[config.mk]
export PLATFORM = sky130hd
export DESIGN_NAME = cicr_regs
export DESIGN_NICKNAME = d
export VERILOG_FILES = /design/src/cicr_pkg.sv /design/src/cicr_regs.sv
export SDC_FILE = /design/constraint.sdc
export NUM_CORES = 1
export LEC_CHECK = 0
export BUFFER_PORTS_ARGS = -buffer_cell sky130_fd_sc_hd__buf_2
export CORE_ASPECT_RATIO = 0.5
export CORE_MARGIN = 2
export CORE_UTILIZATION = 51
export DETAILED_ROUTE_END_ITERATION = 7
export HOLD_SLACK_MARGIN = 0.06
export PLACE_DENSITY = 0.94
export RECOVER_POWER = 50
export SLEW_MARGIN = 20
export SYNTH_ARGS = -nofsm -noshare
export SYNTH_HDL_FRONTEND = slang
export SYNTH_SLANG_ARGS = --single-unit
[constraint.sdc]
create_clock -name clk_in -period 3.5 [get_ports clk_in]
set_input_delay 0.7 -clock clk_in [delete_from_list [all_inputs] [get_ports clk_in]]
set_output_delay 0.7 -clock clk_in [all_outputs]
set_load 0.02 [all_outputs]
[src/cicr_pkg.sv]
// Constants and types for the core implementation control register bank.
// Assumes a 32-bit byte-addressed register port on one processor clock.
package cicr_pkg;

  // Register byte addresses
  localparam logic [31:0] CICR_ADDR_PORT_CTRL = 32'he001e010;
  localparam logic [31:0] CICR_ADDR_PF_CTRL   = 32'he001e014;
  localparam logic [31:0] CICR_ADDR_CORE_PWR  = 32'he001e300;
  localparam logic [31:0] CICR_ADDR_DBG_PWR   = 32'he001e304;
  localparam logic [31:0] CICR_ADDR_CFG_SEL   = 32'he001e700;
  localparam logic [31:0] CICR_ADDR_CFG_RD    = 32'he001e704;

  // Field positions
  localparam int CICR_EN_BIT    = 0;
  localparam int CICR_SIZE_LSB  = 1;
  localparam int CICR_PF_BIT    = 0;
  localparam int CICR_CORE_LSB  = 0;
  localparam int CICR_EXT_LSB   = 4;
  localparam int CICR_RAM_LSB   = 8;
  localparam int CICR_DBG_LSB   = 0;

  // Power request encodings
  localparam logic [1:0] CICR_PWR_ON     = 2'h0;
  localparam logic [1:0] CICR_PWR_CLKOFF = 2'h1;
  localparam logic [1:0] CICR_PWR_RET    = 2'h2;
  localparam logic [1:0] CICR_PWR_OFF    = 2'h3;

  // Reset values and port size limits
  localparam logic        CICR_PF_RESET   = 1'h1;
  localparam logic [1:0]  CICR_PWR_RESET  = CICR_PWR_OFF;
  localparam logic [31:0] CICR_SEL_RESET  = 32'h0;
  localparam logic [2:0]  CICR_SIZE_ZERO  = 3'h0;
  localparam logic [2:0]  CICR_SIZE_MAX   = 3'h4;

  // Configuration item selector codes
  localparam logic [31:0] CICR_CFG_ICACHESZ = 32'h1;
  localparam logic [31:0] CICR_CFG_DCACHESZ = 32'h2;
  localparam logic [31:0] CICR_CFG_ECC      = 32'h3;
  localparam logic [31:0] CICR_CFG_FPU      = 32'h4;
  localparam logic [31:0] CICR_CFG_MVE      = 32'h5;
  localparam logic [31:0] CICR_CFG_SECEXT   = 32'h6;
  localparam logic [31:0] CICR_CFG_MPU_NS   = 32'h8;
  localparam logic [31:0] CICR_CFG_MPU_S    = 32'h9;
  localparam logic [31:0] CICR_CFG_SAU      = 32'ha;
  localparam logic [31:0] CICR_CFG_L1RSTDIS = 32'h4b;
  localparam logic [31:0] CICR_CFG_MEMALIAS = 32'h4c;

  // One-hot register select
  typedef enum logic [6:0] {
    CICR_R_NONE = 7'h01,
    CICR_R_PORT = 7'h02,
    CICR_R_PF   = 7'h04,
    CICR_R_CPWR = 7'h08,
    CICR_R_DPWR = 7'h10,
    CICR_R_CSEL = 7'h20,
    CICR_R_CRD  = 7'h40
  } cicr_reg_t;

  // Power requests toward the power controller
  typedef struct packed {
    logic [1:0] core;
    logic [1:0] ext;
    logic [1:0] ram;
    logic [1:0] dbg;
  } cicr_pwr_t;

  // Whole block state
  typedef struct packed {
    logic        port_en;
    logic [2:0]  port_size;
    logic        pf_en;
    cicr_pwr_t   pwr;
    logic [31:0] sel;
    logic [31:0] rdata;
    logic        fault;
  } cicr_state_t;

endpackage

[src/cicr_regs.sv]
// Core implementation control register bank: port, prefetch, power, config.
// Assumes a single-cycle strobe register port and privilege/security tags.
//
// Contract
// - Port size field read-only, five encodings
// - Port size loaded from input at reset
// - Port enable zero routes to main interface
// - Port enable reset value from init input
// - Vendor region always uses peripheral port
// - Non-secure blocked: read zero, ignore writes
// - Unprivileged access: no update, bus fault
// - Prefetch enable bit, resets to one
// - Lookahead fields always read zero
// - No data cache: prefetch register zero
// - RAM request on/off, resets off; code stores all four encodings
// - No caches: RAM request reads zero
// - Extension request four states, absent zero
// - Core request four states, resets off
// - Requests are minima for power channel
// - Debug reserved value acts clock-stopped
// - Debug request reset by debug reset
// - Power registers at fixed addresses
// - Config selector and readback pair
// - Disabled tie-off reports unsupported feature
//
// Added by the designer: the address-and-strobe port.
`timescale 1ns/100ps
`default_nettype none

module cicr_regs #(
  parameter bit          DCACHE_PRESENT = 1'b1,
  parameter bit          ICACHE_PRESENT = 1'b1,
  parameter bit          EPU_PRESENT    = 1'b1,
  parameter bit          SECEXT_PRESENT = 1'b1,
  parameter bit          ECC_PRESENT    = 1'b0,
  parameter bit          FPU_PRESENT    = 1'b1,
  parameter bit          MVE_PRESENT    = 1'b1,
  parameter logic [31:0] ICACHE_SZ      = 32'h0,
  parameter logic [31:0] DCACHE_SZ      = 32'h0,
  parameter logic [31:0] MPU_NS_REGIONS = 32'h8,
  parameter logic [31:0] MPU_S_REGIONS  = 32'h8,
  parameter logic [31:0] SAU_REGIONS    = 32'h4
) (
  // Clock and resets
  input  wire logic                    clk_in,
  input  wire logic                    reset_in,
  input  wire logic                    debug_reset_n_in,
  // Register port
  input  wire logic [31:0]             addr_in,
  input  wire logic [31:0]             wdata_in,
  input  wire logic                    wr_in,
  input  wire logic                    rd_in,
  input  wire logic                    priv_in,
  input  wire logic                    nonsecure_in,
  output logic      [31:0]             rdata_out,
  output logic                         bus_fault_out,
  // Security and tie-offs
  input  wire logic                    nonsecure_fault_handling_bit_in,
  input  wire logic [2:0]              port_size_config_input_in,
  input  wire logic                    port_enable_init_input_in,
  input  wire logic                    cfg_fpu_in,
  input  wire logic                    cfg_mve_in,
  input  wire logic                    mpu_ns_disable_in,
  input  wire logic                    mpu_s_disable_in,
  input  wire logic                    sau_disable_in,
  input  wire logic                    l1_reset_disable_in,
  input  wire logic [4:0]              mem_alias_in,
  // Access routing
  input  wire logic                    target_periph_in,
  input  wire logic                    target_vendor_in,
  output logic                         route_to_port_out,
  // Block controls
  output logic                         port_enable_out,
  output logic      [2:0]              port_window_size_out,
  output logic                         prefetch_enable_out,
  output cicr_pkg::cicr_pwr_t          power_request_out
);
  import cicr_pkg::*;

  cicr_state_t state_reg;
  cicr_state_t state_next;

  function automatic cicr_reg_t decode(input logic [31:0] a);
    case (a)
      CICR_ADDR_PORT_CTRL: decode = CICR_R_PORT;
      CICR_ADDR_PF_CTRL:   decode = CICR_R_PF;
      CICR_ADDR_CORE_PWR:  decode = CICR_R_CPWR;
      CICR_ADDR_DBG_PWR:   decode = CICR_R_DPWR;
      CICR_ADDR_CFG_SEL:   decode = CICR_R_CSEL;
      CICR_ADDR_CFG_RD:    decode = CICR_R_CRD;
      default:             decode = CICR_R_NONE;
    endcase
  endfunction

  // Config registers are shared by both security states and never blocked here
  function automatic logic ns_blocked(input cicr_reg_t r, input logic ns,
                                      input logic ns_fault_bit);
    ns_blocked = SECEXT_PRESENT && !ns_fault_bit && ns
                 && (r inside {CICR_R_PORT, CICR_R_PF,
                               CICR_R_CPWR, CICR_R_DPWR});
  endfunction

  function automatic logic [31:0] cfg_item(input logic [31:0] s);
    case (s)
      CICR_CFG_ICACHESZ: cfg_item = ICACHE_SZ;
      CICR_CFG_DCACHESZ: cfg_item = DCACHE_SZ;
      CICR_CFG_ECC:      cfg_item = {31'h0, ECC_PRESENT};
      CICR_CFG_FPU:      cfg_item = {31'h0, FPU_PRESENT & cfg_fpu_in};
      CICR_CFG_MVE:      cfg_item = {31'h0, MVE_PRESENT & cfg_mve_in};
      CICR_CFG_SECEXT:   cfg_item = {31'h0, SECEXT_PRESENT};
      CICR_CFG_MPU_NS:   cfg_item = mpu_ns_disable_in ? 32'h0 : MPU_NS_REGIONS;
      CICR_CFG_MPU_S:    cfg_item = mpu_s_disable_in ? 32'h0 : MPU_S_REGIONS;
      CICR_CFG_SAU:      cfg_item = sau_disable_in ? 32'h0 : SAU_REGIONS;
      CICR_CFG_L1RSTDIS: cfg_item = {31'h0, l1_reset_disable_in};
      CICR_CFG_MEMALIAS: cfg_item = {27'h0, mem_alias_in};
      default:           cfg_item = 32'h0;
    endcase
  endfunction

  cicr_reg_t  acc_reg;
  logic       acc_blocked;
  logic       acc_ok;
  logic [31:0] rd_value;
  logic [1:0] dbg_eff;

  always_comb begin
    acc_reg     = decode(addr_in);
    acc_blocked = ns_blocked(acc_reg, nonsecure_in, nonsecure_fault_handling_bit_in);
    acc_ok      = priv_in && !acc_blocked;
  end

  // Read mux, reserved bits held at zero
  always_comb begin
    rd_value = 32'h0;
    case (acc_reg)
      CICR_R_PORT: begin
        rd_value[CICR_EN_BIT] = state_reg.port_en;
        rd_value[CICR_SIZE_LSB +: 3] = state_reg.port_size;
      end
      CICR_R_PF: begin
        // Lookahead bits never stored
        rd_value[CICR_PF_BIT] = state_reg.pf_en;
      end
      CICR_R_CPWR: begin
        rd_value[CICR_CORE_LSB +: 2] = state_reg.pwr.core;
        rd_value[CICR_EXT_LSB +: 2]  = state_reg.pwr.ext;
        rd_value[CICR_RAM_LSB +: 2]  = state_reg.pwr.ram;
      end
      CICR_R_DPWR: begin
        rd_value[CICR_DBG_LSB +: 2] = state_reg.pwr.dbg;
      end
      CICR_R_CRD: begin
        rd_value = cfg_item(state_reg.sel);
      end
      CICR_R_CSEL: begin
        // Selector is write-only
        rd_value = 32'h0;
      end
      CICR_R_NONE: begin
        rd_value = 32'h0;
      end
      default: begin
        rd_value = 32'h0;
      end
    endcase
  end

  // Next state
  always_comb begin
    state_next = state_reg;
    state_next.fault = 1'b0;
    state_next.rdata = 32'h0;
    if (rd_in) begin
      state_next.rdata = acc_ok ? rd_value : 32'h0;
    end
    if ((rd_in || wr_in) && !priv_in && acc_reg != CICR_R_NONE) begin
      state_next.fault = 1'b1;
    end
    if (wr_in && acc_ok) begin
      case (acc_reg)
        CICR_R_PORT: begin
          // Size field has no write path
          state_next.port_en = wdata_in[CICR_EN_BIT];
        end
        CICR_R_PF: begin
          state_next.pf_en = wdata_in[CICR_PF_BIT];
        end
        CICR_R_CPWR: begin
          state_next.pwr.core = wdata_in[CICR_CORE_LSB +: 2];
          state_next.pwr.ext  = wdata_in[CICR_EXT_LSB +: 2];
          state_next.pwr.ram  = wdata_in[CICR_RAM_LSB +: 2];
        end
        CICR_R_DPWR: begin
          state_next.pwr.dbg = wdata_in[CICR_DBG_LSB +: 2];
        end
        CICR_R_CSEL: begin
          state_next.sel = wdata_in;
        end
        default: begin
          state_next.sel = state_reg.sel;
        end
      endcase
    end
    if (reset_in) begin
      state_next.port_en   = port_enable_init_input_in;
      state_next.port_size = port_size_config_input_in;
      state_next.pf_en     = CICR_PF_RESET;
      state_next.pwr.core  = CICR_PWR_RESET;
      state_next.pwr.ext   = CICR_PWR_RESET;
      state_next.pwr.ram   = CICR_PWR_RESET;
      state_next.sel       = CICR_SEL_RESET;
      state_next.rdata     = 32'h0;
      state_next.fault     = 1'b0;
    end
    if (!debug_reset_n_in) begin
      state_next.pwr.dbg = CICR_PWR_RESET;
    end
    // Absent features pinned to zero, so they read zero and ignore writes
    if (!DCACHE_PRESENT) begin
      state_next.pf_en = 1'b0;
    end
    if (!DCACHE_PRESENT && !ICACHE_PRESENT) begin
      state_next.pwr.ram = CICR_PWR_ON;
    end
    if (!EPU_PRESENT) begin
      state_next.pwr.ext = CICR_PWR_ON;
    end
  end

  always_ff @(posedge clk_in) begin
    state_reg <= state_next;
  end

  // Reserved debug code requested as clock-stopped
  always_comb begin
    dbg_eff = (state_reg.pwr.dbg == CICR_PWR_RET) ? CICR_PWR_CLKOFF
                                                   : state_reg.pwr.dbg;
  end

  // Vendor window ignores the enable bit
  assign route_to_port_out = target_vendor_in
                             || (target_periph_in && state_reg.port_en);

  assign rdata_out            = state_reg.rdata;
  assign bus_fault_out        = state_reg.fault;
  assign port_enable_out      = state_reg.port_en;
  assign port_window_size_out = state_reg.port_size;
  assign prefetch_enable_out  = state_reg.pf_en;
  // Minimum requests only; the power channel decides the real mode
  assign power_request_out.core = state_reg.pwr.core;
  assign power_request_out.ext  = state_reg.pwr.ext;
  assign power_request_out.ram  = state_reg.pwr.ram;
  assign power_request_out.dbg  = dbg_eff;
endmodule

`default_nettype wire

Word-level counts from Yosys, hierarchy flattened

Index checks and enable logic that the tools add are counted.

Word-level logic and storage cells: 78
Bits in registers: 78

Mux-type cells: 20
Equality and inequality tests: 22
Reduce and logical (&&, ||, !) cells: 22
Bitwise gates (word level): 3

Operator list:

| kind                 | count |
|---|---|
| $eq 32x32->1 const B | 6 |
| $eq 32x3->1 const B  | 3 |
| $eq 32x4->1 const B  | 3 |
| $eq 32x7->1 const B  | 2 |
| $pmux 7 s6           | 1 |
| $mux 41              | 1 |
| $pmux 5 s8           | 1 |
| $mux 32              | 1 |
| $pmux 2 s2           | 3 |
| $mux 11              | 1 |
| $reduce_and 2->1     | 5 |
| $mux 4               | 2 |
| $eq 7x2->1 const B   | 1 |
| $eq 7x3->1 const B   | 1 |
| $eq 7x4->1 const B   | 1 |
| $eq 7x5->1 const B   | 1 |
| $eq 7x6->1 const B   | 1 |
| $eq 7x7->1 const B   | 1 |
| $logic_and 1x1->1    | 7 |
| $ne 7x1->1 const B   | 1 |
| $mux 6               | 1 |
| $pmux 1 s5           | 1 |
| $mux 1               | 4 |
| $mux 2               | 2 |
| other kinds (10)     | 16 |

Depth between registers and ports, before layout

Word-level depth: 10
Gate-level depth with buffers: 8

Least setup slack after synthesis

Ideal clock, no wire load.

Path type: input to register
From: input addr_in[1]
To: register state_reg[42] in the netlist's numbering
Data required time: 3.357 ns
Library setup time: 0.143 ns
Slack: 1.207 ns
Cell stages on the path: 7
Arrival: 2.150 ns
Cells stage by stage: nor4b_4 -> nand4_4 -> or4_4 -> buf_6 -> buf_12 -> nand2_2 -> a21oi_2

Cells in the longest elaborated chain, start to end: 9
Elaborated cells on any way between the ends: 18
Those cells by class: eq/ne (11); mux (1); reduce/logical (6)

RTL lines:

| what                                | RTL line         | source |
|---|---|---|
| from (decl)                         | cicr_regs.sv:49  | `input wire logic [31:0] addr_in,` |
| $eq 32x32->1                        | cicr_regs.sv:84  | `case (a)` |
| $pmux 7 s6 *                        | cicr_regs.sv:84  |  |
| $eq 7x2->1 (tied with other cells)  | cicr_regs.sv:99  | `&& (r inside {CICR_R_PORT, CICR_R_PF,` |
| $reduce_bool 4->1                   | cicr_regs.sv:99  |  |
| $logic_and 1x1->1                   | cicr_regs.sv:99  |  |
| $logic_not 1->1                     | cicr_regs.sv:129 | `acc_ok = priv_in && !acc_blocked;` |
| $logic_and 1x1->1                   | cicr_regs.sv:129 |  |
| $logic_and 1x1->1                   | cicr_regs.sv:179 | `if (wr_in && acc_ok) begin` |
| $reduce_and 2->1 (no source line) * | -                |  |
| to (signal assigned)                | cicr_regs.sv:231 | `state_reg <= state_next;` |
| to (decl)                           | cicr_regs.sv:80  | `cicr_state_t state_reg;` |

Every way passes the cells marked *; elsewhere a longest branch is shown, timed or not.
A chain may end at the register's enable or synchronous reset.

Final worst setup path

From: input addr_in[7]
To: register state_reg[42] in the netlist's numbering

The elaborated chain is that of the path after synthesis.

==> summary by stage <==
Worst hold path
The type of the most critical hold path is flop to flop. The launch instance of the worst min-delay path is state_reg[40]. Along the worst hold path, the cell count comes to 2. The terminating pin of the worst hold path is state_reg[40].

Die
The width of the chip is 114 µm. The number of top-level pins is 136. In this run the core area contains 19 standard-cell rows. The die outline height is 59.0 µm. The initial core utilization is 54.4%. The die covers 6720 µm².

The core region is 5660 µm².

Worst setup path
The beginning of the worst register-to-register path is state_reg[35]. The endpoint of the most critical register-to-register path is rdata_out[4]. STA puts the critical path data arrival time at 2.79 ns. In this run the worst path has a maximum fanout of 32.

The cell with the largest stage delay on the worst path is or4_4. Walking the worst path, the cells encountered are buf_2 > nor3_1 > nand4b_1 > or4_4 > nand2_2 > a21oi_2. The setup path with the least slack is of type primary input to flop. The worst setup path is captured at a flop.

The worst register-to-register path has a depth of 5. The required time of the critical path is 3.62 ns. The reg-to-reg setup timing slack is 1.59 ns. The largest single stage delay on the critical path is 0.91 ns. STA classifies the critical path startpoint as a primary input.

CTS
In this run the clock root is driven by a clkbuf_16. The total number of H-tree levels is 2. No sink is reached through more buffers than the 2 on the longest clock path. The post-CTS clock slew at the launch and capture registers of the worst setup and hold paths is 0.07 ns. The number of buffers inserted to repair setup after CTS is 0.

At the later pin of the worst-skew pair, clock insertion delay measures 0.29 ns. The TritonCTS clock tree is yes. The hold buffer count at cts is 0. The clock drives 54 sinks. Gates resized during post-CTS repair numbered 0. The number of clock buffers added by TritonCTS is 5.

Layout
The number of antenna cells inserted is 0. The area used by sequential logic in the layout is 1120 µm². The flip-flop count of the largest register, all copies and words added is 34. The area growth from synthesis to final layout is 13.2%. The net count reported at finish is 509.

The fraction of final layout cells sized beyond drive strength 1 is 40.4%. Summing all multi-input logic gate instances after layout gives 1550 µm². Fill cells in the final layout number 479.

Routing
For this run, the detailed router's first-pass iteration total came to 5. In the routed layout, each cell is associated on average with a via count of 5.30. The final layout contains routed wiring with a total length of 7250 µm.

The detail-routed net length per standard cell is 14.7 µm. For this run, design rule violations remaining after detail routing come to 0. The total number of vias is 2618. The remaining antenna violation count is 0. In this run, the number of DRC markers left after iteration 0 of detailed routing was 131.

Job
The number of max-capacitance violations reported is 0.

Synthesis
The most used flip-flop cell after synthesis is dfxtp_1. The total standard cell area after synthesis is 3080 µm². Counting flops and latches in the post-synthesis netlist gives 54. The synthesized design contains 4 enable-type register cells. The area share of the largest cell type after synthesis is 32.5%. dfxtp_1 is the most common cell in the netlist. Sorting the synthesized cells by area gives the leading types as dfxtp_1, buf_4, a21oi_2, nand2_2, nand2_1. Counting flops with an async set or reset pin after synthesis yields a share of 0%.

A synthesized cell averages 9.22 µm². The synthesized design spends more area on one cell type than any other, namely dfxtp_1. The number of warnings printed during yosys synthesis is 0. The synthesized netlist cell count is 334. By count the netlist is led by dfxtp_1, nand2_1, buf_4.

The portion of the post-synthesis area used by sequential elements is 36.4%. Counting distinct cell types in the post-synthesis netlist gives 51.

STA
The setup violation total in the final timing report is 0. The clock period minus worst slack is 2.66 ns. The final-report hold violation count is 0.

The max-slew violation count is 0. Between clock sinks in the finished design, the worst skew comes to 0.00644 ns. Of the available clock period, the critical path in the final layout requires 76.1%. The total negative slack is 0 ns. The worst pin sits at a relative slew slack of 13.5%. Derived from the worst setup path, the maximum achievable clock frequency is 375 MHz. Setup repair after global routing left no endpoint under its margin. The slew at the pin closest to its max-slew limit is 1.30 ns.

Power and ir drop
In this run the static leakage power is 1.38 nW. IR analysis of the VDD net gives a maximum drop of 0.000209 V. After layout, the design draws a total of 0.00130 W.

The power per unit of standard cell area is 373 nW/µm².

Placement
The number of port buffers is 111. The HPWL after detailed placement is 5340 µm. The final estimated routing congestion in global placement is 0.925.

GRT
The total routing usage reported by global routing is 21.6%. For this run the aggregate overflow at the end of global routing stands at 0. The number of global-route vias before repair was 2476.

The initial antenna violation count was 0. The wire length of the first global-routing pass is 11200 µm. Entering global routing, the biggest net connects 33 pins.

Run status
The flow ran to the end, and the final reports show no timing, DRC or antenna violations.
==> power by group <==
part | total [W] | switching, W | internal, W
clock network | 0.000545 | 0.000232 | 0.000313
logic | 0.000127 | 0.0000761 | 0.0000510
registers | 0.000628 | 0.00000254 | 0.000626
==> logic make-up (layout without fill, tap and decap cells) <==
family	after synthesis	after routing	share of synthesized area [%]
and+or+nand+nor	150	150	29.9
buffers and inverters	61	125	15.4
AOI/OAI and AO/OA	55	55	14.0
DFF	54	54	36.4
muxes	12	12	3.98
other	1	24	0.122
xor gates and xnor gates	1	1	0.284
==> worst max-delay path by stage <==
| stage | slack (ns) | from | endpoint | depth (start not counted) |
|---|---|---|---|---|
| final | 0.84 | addr_in[7] | state_reg[42] | 6 |
| after floorplan | 1.21 | addr_in[1] | state_reg[42] | 7 |
| after detailed placement | 0.89 | addr_in[1] | state_reg[41] | 6 |
| after CTS | 1.20 | addr_in[1] | state_reg[55] | 6 |
| after global placement | 0.94 | addr_in[1] | state_reg[52] | 6 |
| after global routing | 0.66 | addr_in[7] | state_reg[52] | 6 |
==> layout by cell type (no fill, tap or decap), drive strengths merged, types with 6 or more instances in the layout <==
master,count
nand2b,7
a21oi,35
nor4,11
dfxtp,50
nand3,9
mux2i,10
nand2,77
clkbuf,30
conb,24
nor2,13
buf,89
nor4b,6
==> cell type report <==
type	instances	area share, %
inverters	4	0.430
clock buffers	6	4.30
flip-flops and latches	54	32.1
well taps	73	2.62
clock inverters	2	0.502
repair buffers	113	15.5
multi-input cells	242	44.5
==> per-layer routing <==
metal | global-route usage [%] | share of wire, % | wire [µm]
met1 | 24.3 | 39 | 2850
met2 | 39.2 | 50 | 3610
met3 | 6.18 | 7.7 | 558
met4 | 9.58 | 3.3 | 238
met5 | 0 | 0 | 0
==> worst max-delay path: cells and delay by family <==
family / cells / cell delay, ns
AOI/OAI and AO/OA: 1 / 0.06
and+or+nand+nor: 4 / 1.91
buffers and inverters: 1 / 0.10
==> stage by stage <==
stage                     setup slack, ns  util, %  hold WS (ns)  instance area [µm²]  cells
final                               0.836     61.7         0.455                 3490    494
after global routing                0.663     61.7         0.465                 3490    494
after CTS                            1.20     62.5         0.459                 3540    494
after detailed placement            0.893     59.6         0.447                 3370    486
after global placement              0.944     59.6         0.438                 3370    486
after floorplan                      1.21        -         0.421                 3170    357
(Power assumes the default switching activity.)
